--- config.mk ---
export PLATFORM = sky130hd
export DESIGN_NAME = supply_fault_response_retry
export DESIGN_NICKNAME = d
export VERILOG_FILES = /design/src/shared/fault_reaction_pkg.sv /design/src/hw/supply_fault_response_retry.sv /design/src/hw/share_tick_gen.sv /design/src/hw/retry_interval_conv.sv
export SDC_FILE = /design/constraint.sdc
export NUM_CORES = 1
export LEC_CHECK = 0
export BUFFER_PORTS_ARGS = -buffer_cell sky130_fd_sc_hd__buf_2
export CAP_MARGIN = 20
export CORE_MARGIN = 4
export CORE_UTILIZATION = 40
export CTS_BUF_LIST = sky130_fd_sc_hd__clkbuf_2 sky130_fd_sc_hd__clkbuf_4 sky130_fd_sc_hd__clkbuf_8
export DETAILED_ROUTE_END_ITERATION = 10
export GPL_TIMING_DRIVEN = 0
export PLACE_DENSITY_LB_ADDON = 0.12
export SYNTH_ARGS = -nofsm -noshare
export SYNTH_HDL_FRONTEND = slang
export SYNTH_SLANG_ARGS = --single-unit
--- constraint.sdc ---
create_clock -name clk -period 9.2 [get_ports clk]
set_input_delay 2.76 -clock clk [delete_from_list [all_inputs] [get_ports clk]]
set_output_delay 2.76 -clock clk [all_outputs]
set_load 0.1 [all_outputs]
--- src/shared/fault_reaction_pkg.sv ---
/*
 Constants, selector codes and helper functions for the supply fault reaction block.
 Assumes a 100 MHz system clock and a 200 us retry tick made from the shared clock.
 //Function
 //- Temperature and input-voltage reactions act on converter-sampled fault inputs only.
 //- Any temperature or input fault sets summary and detail status bits.
 //- Every temperature or input fault pulls the active-low alert output low.
 //- Action field 00b keeps the channel running through the fault.
 //- Action 01b-11b shuts the channel off, immediate or sequenced per tracking.
 //- Restart field 000b latches the channel off until cleared.
 //- Nonzero restart field allows restarts up to the global retry count.
 //- Off command, bias loss or another fault shutdown stop retrying.
 //- Restart settings are latched at the channel's turn-on.
 //- Deglitch field bits 2:0 read 000b and add no delay.
 //- Turn-on limit fault sets high-byte, output-voltage and turn-on limit bits.
 //- Turn-on limit fault also pulls the alert output low.
 //- Turn-on limit reaction uses the same action and restart encodings.
 //- Each restart waits the programmed retry interval first.
 //- Retry interval is timed only by shared clock periods.
 //- Interval clamped to 13.1 s and rounded to nearest 200 us.
 //- Retry interval reads back exactly the last written value.
 //- Retry count 0 none, 1-6 that many, 7 unlimited.
 //- Retry counter clears after 16 s without fault-off, or off-then-on.
 //- Latched fault-off clears on control toggle, operation command or bias cycle.
 //- Clear-faults resets status and alert but keeps fault-off state.
*/
package fault_reaction_pkg;
   localparam int NUM_CHAN = 2;
   localparam int NUM_FAULT = 5;
   // Configuration selector codes
   localparam logic [2:0] SEL_OT = 3'h0;
   localparam logic [2:0] SEL_UT = 3'h1;
   localparam logic [2:0] SEL_VIN_OV = 3'h2;
   localparam logic [2:0] SEL_VIN_UV = 3'h3;
   localparam logic [2:0] SEL_TON = 3'h4;
   localparam logic [2:0] SEL_DELAY = 3'h5;
   localparam logic [2:0] SEL_COUNT = 3'h6;
   // Field positions inside a reaction byte
   localparam int ACTION_MSB = 7;
   localparam int ACTION_LSB = 6;
   localparam int RESTART_MSB = 5;
   localparam int RESTART_LSB = 3;
   localparam logic [2:0] DEGLITCH_VALUE = 3'h0;
   localparam logic [2:0] COUNT_UNLIMITED = 3'h7;
   // Reset values
   localparam logic [4:0] REACT_RESET = 5'h00;
   localparam logic [15:0] DELAY_RESET = 16'hF320;
   localparam logic [2:0] COUNT_RESET = 3'h0;
   // Timing
   localparam int TICK_US = 200;
   localparam int MAX_DELAY_MS = 13100;
   localparam logic [15:0] MAX_TICKS = 16'(MAX_DELAY_MS * 1000 / TICK_US);
   localparam int TICKS_PER_MS = 1000 / TICK_US;
   localparam int QUIET_TIME_MS = 16000;
   localparam int QUIET_TICKS = QUIET_TIME_MS * 1000 / TICK_US;
   localparam int SHARE_EDGES_PER_TICK = 20;

   typedef enum logic [1:0] {ST_OFF, ST_ON, ST_FAULT_OFF, ST_RETRY_WAIT} chan_state_t;

   // Stored reaction bits are byte bits 7:3
   function automatic logic action_on(input logic [4:0] r);
      action_on = (r[ACTION_MSB-3:ACTION_LSB-3] != 2'h0);
   endfunction : action_on

   function automatic logic restart_on(input logic [4:0] r);
      restart_on = (r[RESTART_MSB-3:RESTART_LSB-3] != 3'h0);
   endfunction : restart_on
endpackage : fault_reaction_pkg

--- src/hw/supply_fault_response_retry.sv ---
/*
 Two-channel fault reaction and retry engine for converter-sampled faults and turn-on limit faults.
 Assumes fault inputs are synchronous levels from the converter and sequencer, and a host
 command port that writes and reads configuration bytes and words by selector and page.
*/
`timescale 1ns/10ps
module supply_fault_response_retry #(
   parameter int QUIET_TICKS = fault_reaction_pkg::QUIET_TICKS,
   parameter int SHARE_EDGES = fault_reaction_pkg::SHARE_EDGES_PER_TICK
) (
   input wire logic clk,
   input wire logic sys_rst,
   input wire logic share_clk,
   input wire logic cfg_wr,
   input wire logic [2:0] cfg_sel,
   input wire logic cfg_page,
   input wire logic [15:0] cfg_wdata,
   output logic [15:0] cfg_rdata,
   input wire logic clear_faults,
   input wire logic [1:0] overtemp_fault,
   input wire logic [1:0] undertemp_fault,
   input wire logic input_high_fault,
   input wire logic input_low_fault,
   input wire logic [1:0] turn_on_limit_fault,
   input wire logic [1:0] chan_on_cmd,
   input wire logic [1:0] track_en,
   input wire logic bias_ok,
   output logic [1:0] chan_run,
   output logic [1:0] chan_seq_off,
   output logic [1:0] chan_faulted_off,
   output logic [1:0] overtemp_flag,
   output logic [1:0] undertemp_flag,
   output logic input_high_flag,
   output logic input_low_flag,
   output logic [1:0] turn_on_limit_flag,
   output logic temp_summary_flag,
   output logic input_summary_flag,
   output logic vout_summary_flag,
   output logic host_alert_n
);
   localparam int NC = fault_reaction_pkg::NUM_CHAN;
   localparam int NF = fault_reaction_pkg::NUM_FAULT;

   logic [4:0] react [0:NC-1][0:NF-1];
   logic [15:0] delay_raw;
   logic [2:0] retry_count;
   logic [15:0] delay_ticks;
   logic tick;

   logic [1:0] ot_prev;
   logic [1:0] ut_prev;
   logic vov_prev;
   logic vuv_prev;
   logic [1:0] ton_prev;
   logic [NF-1:0] ev [0:NC-1];

   fault_reaction_pkg::chan_state_t state [0:NC-1];
   logic [NF-1:0] lat_restart [0:NC-1];
   logic [2:0] lat_count [0:NC-1];
   logic [2:0] used [0:NC-1];
   logic [15:0] wait_cnt [0:NC-1];
   logic [16:0] quiet_cnt [0:NC-1];
   logic [1:0] on_prev;
   logic [NC-1:0] shut_req;
   logic [NC-1:0] retry_ok;

   share_tick_gen #(
      .EDGES(SHARE_EDGES)
   ) u_tick (
      .clk(clk),
      .sys_rst(sys_rst),
      .share_clk(share_clk),
      .tick(tick)
   );

   retry_interval_conv u_conv (
      .clk(clk),
      .sys_rst(sys_rst),
      .raw(delay_raw),
      .ticks(delay_ticks)
   );

   // Configuration storage
   always_ff @(posedge clk or posedge sys_rst) begin
      if (sys_rst) begin
         for (int c = 0; c < NC; c++) begin
            for (int f = 0; f < NF; f++) begin
               react[c][f] <= fault_reaction_pkg::REACT_RESET;
            end
         end
         delay_raw <= fault_reaction_pkg::DELAY_RESET;
         retry_count <= fault_reaction_pkg::COUNT_RESET;
      end else if (cfg_wr) begin
         if (cfg_sel <= fault_reaction_pkg::SEL_TON) begin
            react[cfg_page][cfg_sel] <= cfg_wdata[7:3];
         end
         if (cfg_sel == fault_reaction_pkg::SEL_DELAY) begin
            delay_raw <= cfg_wdata;
         end
         if (cfg_sel == fault_reaction_pkg::SEL_COUNT) begin
            retry_count <= cfg_wdata[2:0];
         end
      end
   end

   // Registered read data; unknown selectors read zero
   always_ff @(posedge clk or posedge sys_rst) begin
      if (sys_rst) begin
         cfg_rdata <= 16'h0000;
      end else begin
         cfg_rdata <= 16'h0000;
         if (cfg_sel <= fault_reaction_pkg::SEL_TON) begin
            cfg_rdata <= {8'h00, react[cfg_page][cfg_sel], fault_reaction_pkg::DEGLITCH_VALUE};
         end else if (cfg_sel == fault_reaction_pkg::SEL_DELAY) begin
            cfg_rdata <= delay_raw;
         end else if (cfg_sel == fault_reaction_pkg::SEL_COUNT) begin
            cfg_rdata <= {13'h0000, retry_count};
         end
      end
   end

   // Fault event edges; no deglitch so a fault acts the cycle after it rises
   always_ff @(posedge clk or posedge sys_rst) begin
      if (sys_rst) begin
         ot_prev <= 2'h0;
         ut_prev <= 2'h0;
         vov_prev <= 1'b0;
         vuv_prev <= 1'b0;
         ton_prev <= 2'h0;
         on_prev <= 2'h0;
      end else begin
         ot_prev <= overtemp_fault;
         ut_prev <= undertemp_fault;
         vov_prev <= input_high_fault;
         vuv_prev <= input_low_fault;
         ton_prev <= turn_on_limit_fault;
         on_prev <= chan_on_cmd;
      end
   end

   always_comb begin
      for (int c = 0; c < NC; c++) begin
         ev[c] = {turn_on_limit_fault[c] & ~ton_prev[c], input_low_fault & ~vuv_prev,
                  input_high_fault & ~vov_prev, undertemp_fault[c] & ~ut_prev[c],
                  overtemp_fault[c] & ~ot_prev[c]};
      end
   end

   always_comb begin
      for (int c = 0; c < NC; c++) begin
         shut_req[c] = 1'b0;
         retry_ok[c] = 1'b1;
         for (int f = 0; f < NF; f++) begin
            if (ev[c][f] && fault_reaction_pkg::action_on(react[c][f])) begin
               shut_req[c] = 1'b1;
               if (!lat_restart[c][f]) begin
                  retry_ok[c] = 1'b0;
               end
            end
         end
         if (lat_count[c] != fault_reaction_pkg::COUNT_UNLIMITED && used[c] >= lat_count[c]) begin
            retry_ok[c] = 1'b0;
         end
      end
   end

   always_ff @(posedge clk or posedge sys_rst) begin
      if (sys_rst) begin
         for (int c = 0; c < NC; c++) begin
            state[c] <= fault_reaction_pkg::ST_OFF;
            lat_restart[c] <= '0;
            lat_count[c] <= 3'h0;
            used[c] <= 3'h0;
            wait_cnt[c] <= 16'h0000;
            quiet_cnt[c] <= 17'h00000;
         end
      end else begin
         for (int c = 0; c < NC; c++) begin
            if (state[c] == fault_reaction_pkg::ST_ON) begin
               if (quiet_cnt[c] >= 17'(QUIET_TICKS)) begin
                  used[c] <= 3'h0;
               end else if (tick) begin
                  quiet_cnt[c] <= quiet_cnt[c] + 17'h00001;
               end
            end else begin
               quiet_cnt[c] <= 17'h00000;
            end
            // Off command or bias loss ends everything
            if (!bias_ok || !chan_on_cmd[c]) begin
               state[c] <= fault_reaction_pkg::ST_OFF;
               used[c] <= 3'h0;
            end else begin
               case (state[c])
                  fault_reaction_pkg::ST_OFF: begin
                     state[c] <= fault_reaction_pkg::ST_ON;
                     for (int f = 0; f < NF; f++) begin
                        lat_restart[c][f] <= fault_reaction_pkg::restart_on(react[c][f]);
                     end
                     lat_count[c] <= retry_count;
                  end
                  fault_reaction_pkg::ST_ON: begin
                     if (shut_req[c]) begin
                        if (retry_ok[c]) begin
                           state[c] <= fault_reaction_pkg::ST_RETRY_WAIT;
                           wait_cnt[c] <= delay_ticks;
                           if (lat_count[c] != fault_reaction_pkg::COUNT_UNLIMITED) begin
                              used[c] <= used[c] + 3'h1;
                           end
                        end else begin
                           state[c] <= fault_reaction_pkg::ST_FAULT_OFF;
                        end
                     end
                  end
                  fault_reaction_pkg::ST_RETRY_WAIT: begin
                     if (shut_req[c]) begin
                        state[c] <= fault_reaction_pkg::ST_FAULT_OFF;
                     end else if (wait_cnt[c] == 16'h0000) begin
                        state[c] <= fault_reaction_pkg::ST_ON;
                     end else if (tick) begin
                        wait_cnt[c] <= wait_cnt[c] - 16'h0001;
                     end
                  end
                  fault_reaction_pkg::ST_FAULT_OFF: begin
                     // Only an off command or bias loss releases this
                     state[c] <= fault_reaction_pkg::ST_FAULT_OFF;
                  end
                  default: begin
                     state[c] <= fault_reaction_pkg::ST_OFF;
                  end
               endcase
            end
         end
      end
   end

   // Channel outputs; shutdown mode follows tracking at the moment of shutdown
   always_ff @(posedge clk or posedge sys_rst) begin
      if (sys_rst) begin
         chan_run <= 2'h0;
         chan_seq_off <= 2'h0;
         chan_faulted_off <= 2'h0;
      end else begin
         for (int c = 0; c < NC; c++) begin
            chan_run[c] <= (state[c] == fault_reaction_pkg::ST_ON);
            chan_faulted_off[c] <= (state[c] == fault_reaction_pkg::ST_FAULT_OFF)
                                   || (state[c] == fault_reaction_pkg::ST_RETRY_WAIT);
            if (state[c] == fault_reaction_pkg::ST_ON && shut_req[c]) begin
               chan_seq_off[c] <= track_en[c];
            end
         end
      end
   end

   // Sticky status; a new event wins over a clear in the same cycle
   always_ff @(posedge clk or posedge sys_rst) begin
      if (sys_rst) begin
         overtemp_flag <= 2'h0;
         undertemp_flag <= 2'h0;
         input_high_flag <= 1'b0;
         input_low_flag <= 1'b0;
         turn_on_limit_flag <= 2'h0;
         temp_summary_flag <= 1'b0;
         input_summary_flag <= 1'b0;
         vout_summary_flag <= 1'b0;
      end else begin
         // Set regardless of action, hold until cleared
         for (int c = 0; c < NC; c++) begin
            overtemp_flag[c] <= ev[c][0] | (overtemp_flag[c] & ~clear_faults);
            undertemp_flag[c] <= ev[c][1] | (undertemp_flag[c] & ~clear_faults);
            turn_on_limit_flag[c] <= ev[c][4] | (turn_on_limit_flag[c] & ~clear_faults);
         end
         input_high_flag <= ev[0][2] | (input_high_flag & ~clear_faults);
         input_low_flag <= ev[0][3] | (input_low_flag & ~clear_faults);
         temp_summary_flag <= ev[0][0] | ev[0][1] | ev[1][0] | ev[1][1]
                              | (temp_summary_flag & ~clear_faults);
         input_summary_flag <= ev[0][2] | ev[0][3] | (input_summary_flag & ~clear_faults);
         vout_summary_flag <= ev[0][4] | ev[1][4] | (vout_summary_flag & ~clear_faults);
      end
   end

   // Alert follows the flags one cycle later
   always_ff @(posedge clk or posedge sys_rst) begin
      if (sys_rst) begin
         host_alert_n <= 1'b1;
      end else begin
         host_alert_n <= ~(|overtemp_flag | |undertemp_flag | input_high_flag | input_low_flag
                           | |turn_on_limit_flag);
      end
   end

   property p_alert;
      @(posedge clk) disable iff (sys_rst)
      (|overtemp_flag || |undertemp_flag || input_high_flag || input_low_flag) |=> !host_alert_n;
   endproperty
   a_alert: assert property (p_alert) else $error("alert not asserted after fault flag");
   property p_ton_alert;
      @(posedge clk) disable iff (sys_rst)
      (turn_on_limit_fault[0] && !ton_prev[0]) |=> (turn_on_limit_flag[0] && vout_summary_flag) ##1 !host_alert_n;
   endproperty
   a_ton_alert: assert property (p_ton_alert) else $error("turn-on limit fault not reported");
   property p_sticky;
      @(posedge clk) disable iff (sys_rst)
      (overtemp_flag[0] && !clear_faults) |=> overtemp_flag[0];
   endproperty
   a_sticky: assert property (p_sticky) else $error("status flag dropped without clear");
   property p_clear_keeps_off;
      @(posedge clk) disable iff (sys_rst)
      (clear_faults && state[0] == fault_reaction_pkg::ST_FAULT_OFF && bias_ok && chan_on_cmd[0])
      |=> state[0] == fault_reaction_pkg::ST_FAULT_OFF;
   endproperty
   a_clear_keeps_off: assert property (p_clear_keeps_off) else $error("clear released fault-off");
   property p_bias_stop;
      @(posedge clk) disable iff (sys_rst)
      !bias_ok |=> state[0] == fault_reaction_pkg::ST_OFF ##1 !chan_run[0];
   endproperty
   a_bias_stop: assert property (p_bias_stop) else $error("bias loss did not stop channel");
   property p_off_clears_count;
      @(posedge clk) disable iff (sys_rst)
      (!chan_on_cmd[0] && on_prev[0]) |=> used[0] == 3'h0;
   endproperty
   a_off_clears_count: assert property (p_off_clears_count) else $error("retry count not cleared");
   property p_readback_zero;
      @(posedge clk) disable iff (sys_rst)
      $past(cfg_sel) <= fault_reaction_pkg::SEL_TON |-> cfg_rdata[2:0] == 3'h0;
   endproperty
   a_readback_zero: assert property (p_readback_zero) else $error("deglitch bits read nonzero");
   property p_delay_readback;
      @(posedge clk) disable iff (sys_rst)
      (cfg_wr && cfg_sel == fault_reaction_pkg::SEL_DELAY) ##1 (!cfg_wr && cfg_sel == fault_reaction_pkg::SEL_DELAY)
      |=> cfg_rdata == $past(cfg_wdata, 2);
   endproperty
   a_delay_readback: assert property (p_delay_readback) else $error("retry interval readback differs");
   property p_latched_off;
      @(posedge clk) disable iff (sys_rst)
      (state[0] == fault_reaction_pkg::ST_FAULT_OFF) [*2] |-> !chan_run[0] && chan_faulted_off[0];
   endproperty
   a_latched_off: assert property (p_latched_off) else $error("fault-off channel running");
   property p_ignore_action;
      @(posedge clk) disable iff (sys_rst)
      (state[0] == fault_reaction_pkg::ST_ON && bias_ok && chan_on_cmd[0] && !shut_req[0])
      |=> state[0] == fault_reaction_pkg::ST_ON;
   endproperty
   a_ignore_action: assert property (p_ignore_action) else $error("channel stopped without shutdown");
   property p_retry_limit;
      @(posedge clk) disable iff (sys_rst)
      lat_count[0] != fault_reaction_pkg::COUNT_UNLIMITED |-> used[0] <= lat_count[0];
   endproperty
   a_retry_limit: assert property (p_retry_limit) else $error("retries exceed count");
endmodule : supply_fault_response_retry

--- src/hw/share_tick_gen.sv ---
/*
 Retry tick generator: one pulse per fixed number of shared clock rising edges.
 Assumes share_clk is sampled as a synchronous level on clk.
*/
`timescale 1ns/10ps
module share_tick_gen #(
   parameter int EDGES = fault_reaction_pkg::SHARE_EDGES_PER_TICK
) (
   input wire logic clk,
   input wire logic sys_rst,
   input wire logic share_clk,
   output logic tick
);
   logic share_prev;
   logic [15:0] edge_cnt;

   always_ff @(posedge clk or posedge sys_rst) begin
      if (sys_rst) begin
         share_prev <= 1'b0;
         edge_cnt <= 16'h0000;
         tick <= 1'b0;
      end else begin
         share_prev <= share_clk;
         tick <= 1'b0;
         if (share_clk && !share_prev) begin
            if (edge_cnt == 16'(EDGES - 1)) begin
               edge_cnt <= 16'h0000;
               tick <= 1'b1;
            end else begin
               edge_cnt <= edge_cnt + 16'h0001;
            end
         end
      end
   end
endmodule : share_tick_gen

--- src/hw/retry_interval_conv.sv ---
/*
 Converts the written retry interval (linear 11-bit mantissa/exponent, in ms) into 200 us ticks.
 Assumes the raw word is held elsewhere; only the limited value lives here.
*/
`timescale 1ns/10ps
module retry_interval_conv (
   input wire logic clk,
   input wire logic sys_rst,
   input wire logic [15:0] raw,
   output logic [15:0] ticks
);
   localparam int TICKS_PER_MS_L = fault_reaction_pkg::TICKS_PER_MS;

   function automatic logic [15:0] to_ticks(input logic [15:0] w);
      logic signed [10:0] mant;
      logic signed [4:0] expo;
      logic [47:0] v;
      logic [47:0] r;
      int sh;
      mant = signed'(w[10:0]);
      expo = signed'(w[15:11]);
      v = 48'(mant) * 48'(TICKS_PER_MS_L);
      sh = int'(expo);
      r = 48'h0;
      if (mant <= 0) begin
         r = 48'h0;
      end else if (sh >= 0) begin
         r = v << sh;
      end else begin
         r = (v + (48'h1 << (-sh - 1))) >> (-sh);
      end
      // Round-to-nearest above; large exponents saturate here
      if (r > 48'(fault_reaction_pkg::MAX_TICKS)) begin
         to_ticks = fault_reaction_pkg::MAX_TICKS;
      end else begin
         to_ticks = r[15:0];
      end
   endfunction : to_ticks

   always_ff @(posedge clk or posedge sys_rst) begin
      if (sys_rst) begin
         ticks <= 16'h0000;
      end else begin
         ticks <= to_ticks(raw);
      end
   end
endmodule : retry_interval_conv

# Yosys cells after proc, flatten, opt, wreduce, memory -nomap -nowiden
# Cells that the tools add are included.
[word_totals]
register_bits = 237
inputBits = 38
output_inout_bits = 34
[op_classes]
add_sub_neg = 10
mul = 1
order_cmp = 12
n_eq_ne = 29
shift = 3
n_mux = 96
bitwise = 53
reduce_logical = 65
[op_table]
columns = ["cell", "count"]
rows = [
  ["$mux 16", 14],
  ["$mux 17", 6],
  ["$mux 25", 4],
  ["$mux 48", 2],
  ["$pmux 16 s2", 2],
  ["$bwmux 50", 1],
  ["$add 48x48->48", 1],
  ["$gt 48x16->1 const B", 1],
  ["$shl 1x32->48 const A", 1],
  ["$shl 48x32->48", 1],
  ["$shr 48x32->48", 1],
  ["$mux 3", 15],
  ["$mux 1", 36],
  ["$add 17x1->17 const B", 2],
  ["$ge 17x17->1 const B", 2],
  ["$logic_not 16->1", 2],
  ["$neg 5->32", 1],
  ["$sub 16x1->16 const B", 2],
  ["$sub 32x2->32 const B", 1],
  ["$reduce_bool 3->1", 10],
  ["$demux 25 s1", 1],
  ["$reduce_bool 2->1", 12],
  ["$ne 2x2->1 const B", 10],
  ["$or 1x1->1", 20],
  ["other kinds (35)", 121],
]

# Logic depth before layout (Yosys ltp)
[logic_depth]
depth_word = 17
mapped_depth = 37

# By module
# A second synthesis with hierarchy kept.
[hier_totals]
hier_cells = 2694
area_unflattened_um2 = 21519.4
[modules_own_cells]
columns = ["module", "instances", "cells_each", "area_each_um2", "seq_area_each_um2"]
rows = [
  ["retry_interval_conv", 1, 1690, 10825.4, 400.4],
  ["supply_fault_response_retry", 1, 930, 9846.9, 5089.9],
  ["share_tick_gen", 1, 74, 847.1, 450.4],
]

# Worst setup path after synthesis
# OpenSTA, ideal clock, no wires.
[synth_path]
path_kind = "reg-to-reg"
startpoint = "register delay_raw[11]"
endpoint = "register u_conv.ticks[11]"
setup_time_ps = 136
t_arrival_ps = 8618
required_ps = 9064
slack_ps = 446
stages_incl_launch_ff = 38
path_buffers = 12
cell_sequence = "dfrtp_1 -> buf_2 -> inv_1 -> clkbuf_1 -> buf_1 -> clkbuf_1 -> clkbuf_1 -> ha_1 -> clkbuf_1 -> clkbuf_1 -> clkbuf_1 -> clkbuf_1 -> clkbuf_1 -> buf_1 -> a211oi_1 -> o21ai_0 -> xor2_1 -> nor2b_1 -> [... 2 more ...] -> ha_1 -> inv_1 -> fa_1 -> nand2b_1 -> a21oi_1 -> o21ai_2 -> a21o_1 -> a31oi_1 -> nor3_1 -> nor4_4 -> o32ai_1 -> or3_1 -> or4_1 -> nor4_1 -> a31oi_1 -> nor2_2 -> buf_6 -> o21ai_0"
[synth_via]
elab_chain_cells = 9
word_cells_on_any_way = 11
cone_classes = "3 x add/sub; 2 x order compare; 3 x shift; 3 x mux"
[synth_lines]
columns = ["item", "line_no", "text"]
rows = [
  ["start, declared", "supply_fault_response_retry.sv:45", "logic [15:0] delay_raw;"],
  ["start signal, assigned", "supply_fault_response_retry.sv:91", "delay_raw <= fault_reaction_pkg::DELAY_RESET;"],
  ["start signal, assigned", "supply_fault_response_retry.sv:98", "delay_raw <= cfg_wdata;"],
  ["$neg 5->32", "retry_interval_conv.sv:30", "r = (v + (48'h1 << (-sh - 1))) >> (-sh);"],
  ["$sub 32x2->32", "retry_interval_conv.sv:30", ""],
  ["$shl 1x32->48", "retry_interval_conv.sv:30", ""],
  ["$add 48x48->48", "retry_interval_conv.sv:30", ""],
  ["$shr 48x32->48", "retry_interval_conv.sv:30", ""],
  ["$mux 48 *", "retry_interval_conv.sv:27", "end else if (sh >= 0) begin"],
  ["$mux 48 *", "retry_interval_conv.sv:25", "if (mant <= 0) begin"],
  ["$gt 48x16->1", "retry_interval_conv.sv:33", "if (r > 48'(fault_reaction_pkg::MAX_TICKS)) begin"],
  ["$mux 16 *", "retry_interval_conv.sv:33", ""],
  ["end signal, assigned", "retry_interval_conv.sv:44", "ticks <= to_ticks(raw);"],
  ["end, declared", "retry_interval_conv.sv:10", "output logic [15:0] ticks"],
]
# Every way passes the cells marked *; elsewhere a longest branch is shown, timed or not.
# A chain may end at the register's enable or synchronous reset.

# Final worst setup path
# Ends and elaborated chain as after synthesis.

==> impl_metrics.env <==
export IMPL_yosysMostFrequentCell="nor2_1"
export IMPL_start_util=0.4074
export IMPL_fin_skew_ns=0.05768
export IMPL_post_dp_cell_area_um2=23580
export IMPL_netlist_area_um2=22100
export IMPL_syn_inst=2834
export IMPL_ys_flop_type="dfrtp_1"
export IMPL_avgSynthCellArea_um2=7.798
export IMPL_worstPathMaxFanout=10
export IMPL_criticalPathCategory="reg -> reg"
export IMPL_setup_violations_final=0
export IMPL_ys_top_cells_by_area="dfrtp_1 26%, nor2_1 5.7%, ha_1 5.2%"
export IMPL_powerDensity_nw_per_um2=245.3
export IMPL_clock_fmax_mhz=111.0
export IMPL_ir_drop_mv=0.1438
export IMPL_fillCellCount=5450
export IMPL_synthDistinctLibCells=94
export IMPL_place_gp_congestion=1.045
export IMPL_postRouteAntennaNets=0
export IMPL_holdBufCountCts=0
export IMPL_slew_violations=0
export IMPL_ys_ff_latch=237
export IMPL_seq_area_um2=5942
export IMPL_core_um2=54240
export IMPL_die_area_um2=59070
export IMPL_tightest_slew_ns=1.208
export IMPL_yosysWarnings=0
export IMPL_hold_path_class="reg -> reg"
export IMPL_fin_setup_tns_ns=0
export IMPL_grt_max_degree=45
export IMPL_grt_setup_unrepaired="false"
export IMPL_min_period_ns=9.008
export IMPL_overflow=0
export IMPL_wl_per_cell_um=27.50
export IMPL_htreeDepth=2
export IMPL_drc=0
export IMPL_start_kind="register"
export IMPL_nets=3114
export IMPL_yosysTopAreaCellShare=0.2593
export IMPL_ys_seq_area_frac=0.2688
export IMPL_cts_clk_slew_worst_paths_ns=0.06
export IMPL_cts_sinks=237
export IMPL_worst_endpoint_arrival_ns=9.40
export IMPL_cpMaxStageDelayCell="clkbuf_1"
export IMPL_synthArstFlopShare=1.000
export IMPL_worstPathRequired_ns=9.60
export IMPL_total_power_mw=6.279
export IMPL_cap_violations=0
export IMPL_grt_usage=0.3327
export IMPL_synth_nets=2965
export IMPL_firstDrtPassIters=6
export IMPL_fp_dieW_um=243.0
export IMPL_cts_buffers=42
export IMPL_timing_hold_violations_final=0
export IMPL_clockBufferDepth=3
export IMPL_min_period_over_period=0.9791
export IMPL_finalWirelength_um=102200
export IMPL_num_io_pins=72
export IMPL_root_buffer="clkbuf_8"
export IMPL_cts_tree="built"
export IMPL_drive_gt1_frac=0.1737
export IMPL_die_y_um=243.0
export IMPL_end_kind="register"
export IMPL_vias_per_cell=6.628
export IMPL_post_route_cell_area_um2=25600
export IMPL_grt_pass1_wl_um=151700
export IMPL_relSlewSlack=0.1918
export IMPL_multi_input_area_um2=16010
export IMPL_synth_commonest_cells="337 x nor2_1, 281 x nand2_1, 229 x dfrtp_1"
export IMPL_leakage_nw=10.25
export IMPL_status="finished clean"
export IMPL_portBuffers=70
export IMPL_drt_first_iter_violations=2914
export IMPL_syn2layout_area_growth_pct=15.85
export IMPL_num_vias=24640
export IMPL_grt_pass1_vias=23390
export IMPL_critPathMaxStageDelay_ns=0.73
export IMPL_yosysTopAreaCell="dfrtp_1"
export IMPL_clk_latency_ns=0.61
export IMPL_synth_edf_count=0
export IMPL_hpwl_um=81780
export IMPL_antenna_found_initial=4
export IMPL_rows=85
stage by stage:
stage / util / cells / setup WS [ns] / hold slack [ns]
final: 0.4720 / 3717 / 0.1925 / 0.4816
after global routing: 0.4719 / 3714 / 0.002886 / 0.5205
after CTS: 0.4650 / 3705 / 0.001140 / 0.4811
after detailed placement: 0.4347 / 3617 / -5.056 / 0.4692
after global placement: 0.4300 / 3600 / -5.938 / 0.4686
after floorplan: - / 2834 / 0.4458 / 0.4459
layout by cell type, fill, tap and decap left out, types with 26 or more instances in the layout:
cell,n
xor2_1,30
a211oi_1,34
a21o_1,43
clkbuf_8,62
inv_1,56
nor3_1,99
mux2_2,90
nand3_1,82
buf_2,94
o22ai_1,26
xnor2_1,37
nor4_1,28
buf_4,38
o21ai_0,152
nand2b_1,38
a21oi_1,174
nand2_1,274
a22oi_1,30
nor2b_1,38
nor2_1,327
nand4_1,57
and3_1,39
clkbuf_1,102
and2_1,26
dfrtp_1,228
mux2i_1,46
o211ai_1,47
or3_1,47
ha_1,87
flip-flops by register name, summed over array words and instances, names as in the netlist, 6 cells and up:
signal and cells:
lat_count 6, lat_restart 10, u_tick.edge_cnt 16, u_conv.ticks 16, used 6, quiet_cnt 34, wait_cnt 32, cfg_rdata 16
react 50, delay_raw 16
where the power goes:
group,internal (mW),total (mW),switching (mW)
Sequential,1.27,1.49,0.220
Combinational,1.17,3.72,2.56
Clock,0.609,1.06,0.455
Total,3.05,6.28,3.23
area by class of cell:
cell class | instances | share of cell area
Inverter | 61 | 0.009237
Clock buffer | 69 | 0.03416
Timing Repair Buffer | 121 | 0.03255
Tap cell | 696 | 0.03402
Buffer | 160 | 0.02928
Antenna cell | 5 | 0.0004887
Sequential cell | 237 | 0.2321
Clock inverter | 8 | 0.002639
Multi-Input combinational cell | 2360 | 0.6255
layer usage:
layer  track usage  share of wire  wire [um]  up-vias
met2        0.5288           0.45      45680     1265
met5             0        0.00037         38        -
met1        0.4417           0.42      42750    12050
li1              -              -          -    11010
met3       0.05132          0.076       7719      310
met4        0.1655          0.059       6043        2
critical path: cells and delay by family (launching register included):
kind                       cells  cell delay, ns
AOI/OAI and AO/OA              7            1.92
adders and majority gates      1            0.28
buffers and inverters         10            3.94
DFF                            1            0.43
muxes                          1            0.11
and+or+nand+nor                9            2.08
final timing paths:
path                       cells after the start                 from             endpoint  slack, ns
max in group asynchronous                      5              sys_rst            react[37]       5.94
min reg2reg                                    1  u_tick.edge_cnt[15]  u_tick.edge_cnt[15]       0.48
min                                            1  u_tick.edge_cnt[15]  u_tick.edge_cnt[15]       0.48
max                                           28        delay_raw[11]     u_conv.ticks[11]       0.19
max reg2reg                                   28        delay_raw[11]     u_conv.ticks[11]       0.19
min in group asynchronous                      2              sys_rst   u_tick.edge_cnt[3]       2.16
kinds of logic (layout without fill, tap and decap cells):
group | Yosys count | in the layout | share of synthesized area
other cells | 0 | 5 | 0
flops | 237 | 237 | 0.2688
buf+inv | 237 | 419 | 0.04190
simple gates | 1170 | 1170 | 0.2569
mux | 148 | 148 | 0.07893
fa+ha+maj | 93 | 93 | 0.05333
compound gates | 878 | 878 | 0.2720
xor+xnor | 71 | 71 | 0.02814
repair_timing:
item	4_1_cts	5_1_grt
gates resized for setup	159	74
setup endpoints to repair	16	16
hold endpoints to repair	0	0
pin swaps	14	17
buffers inserted	20	13
Power figures use the tool's default switching activity.
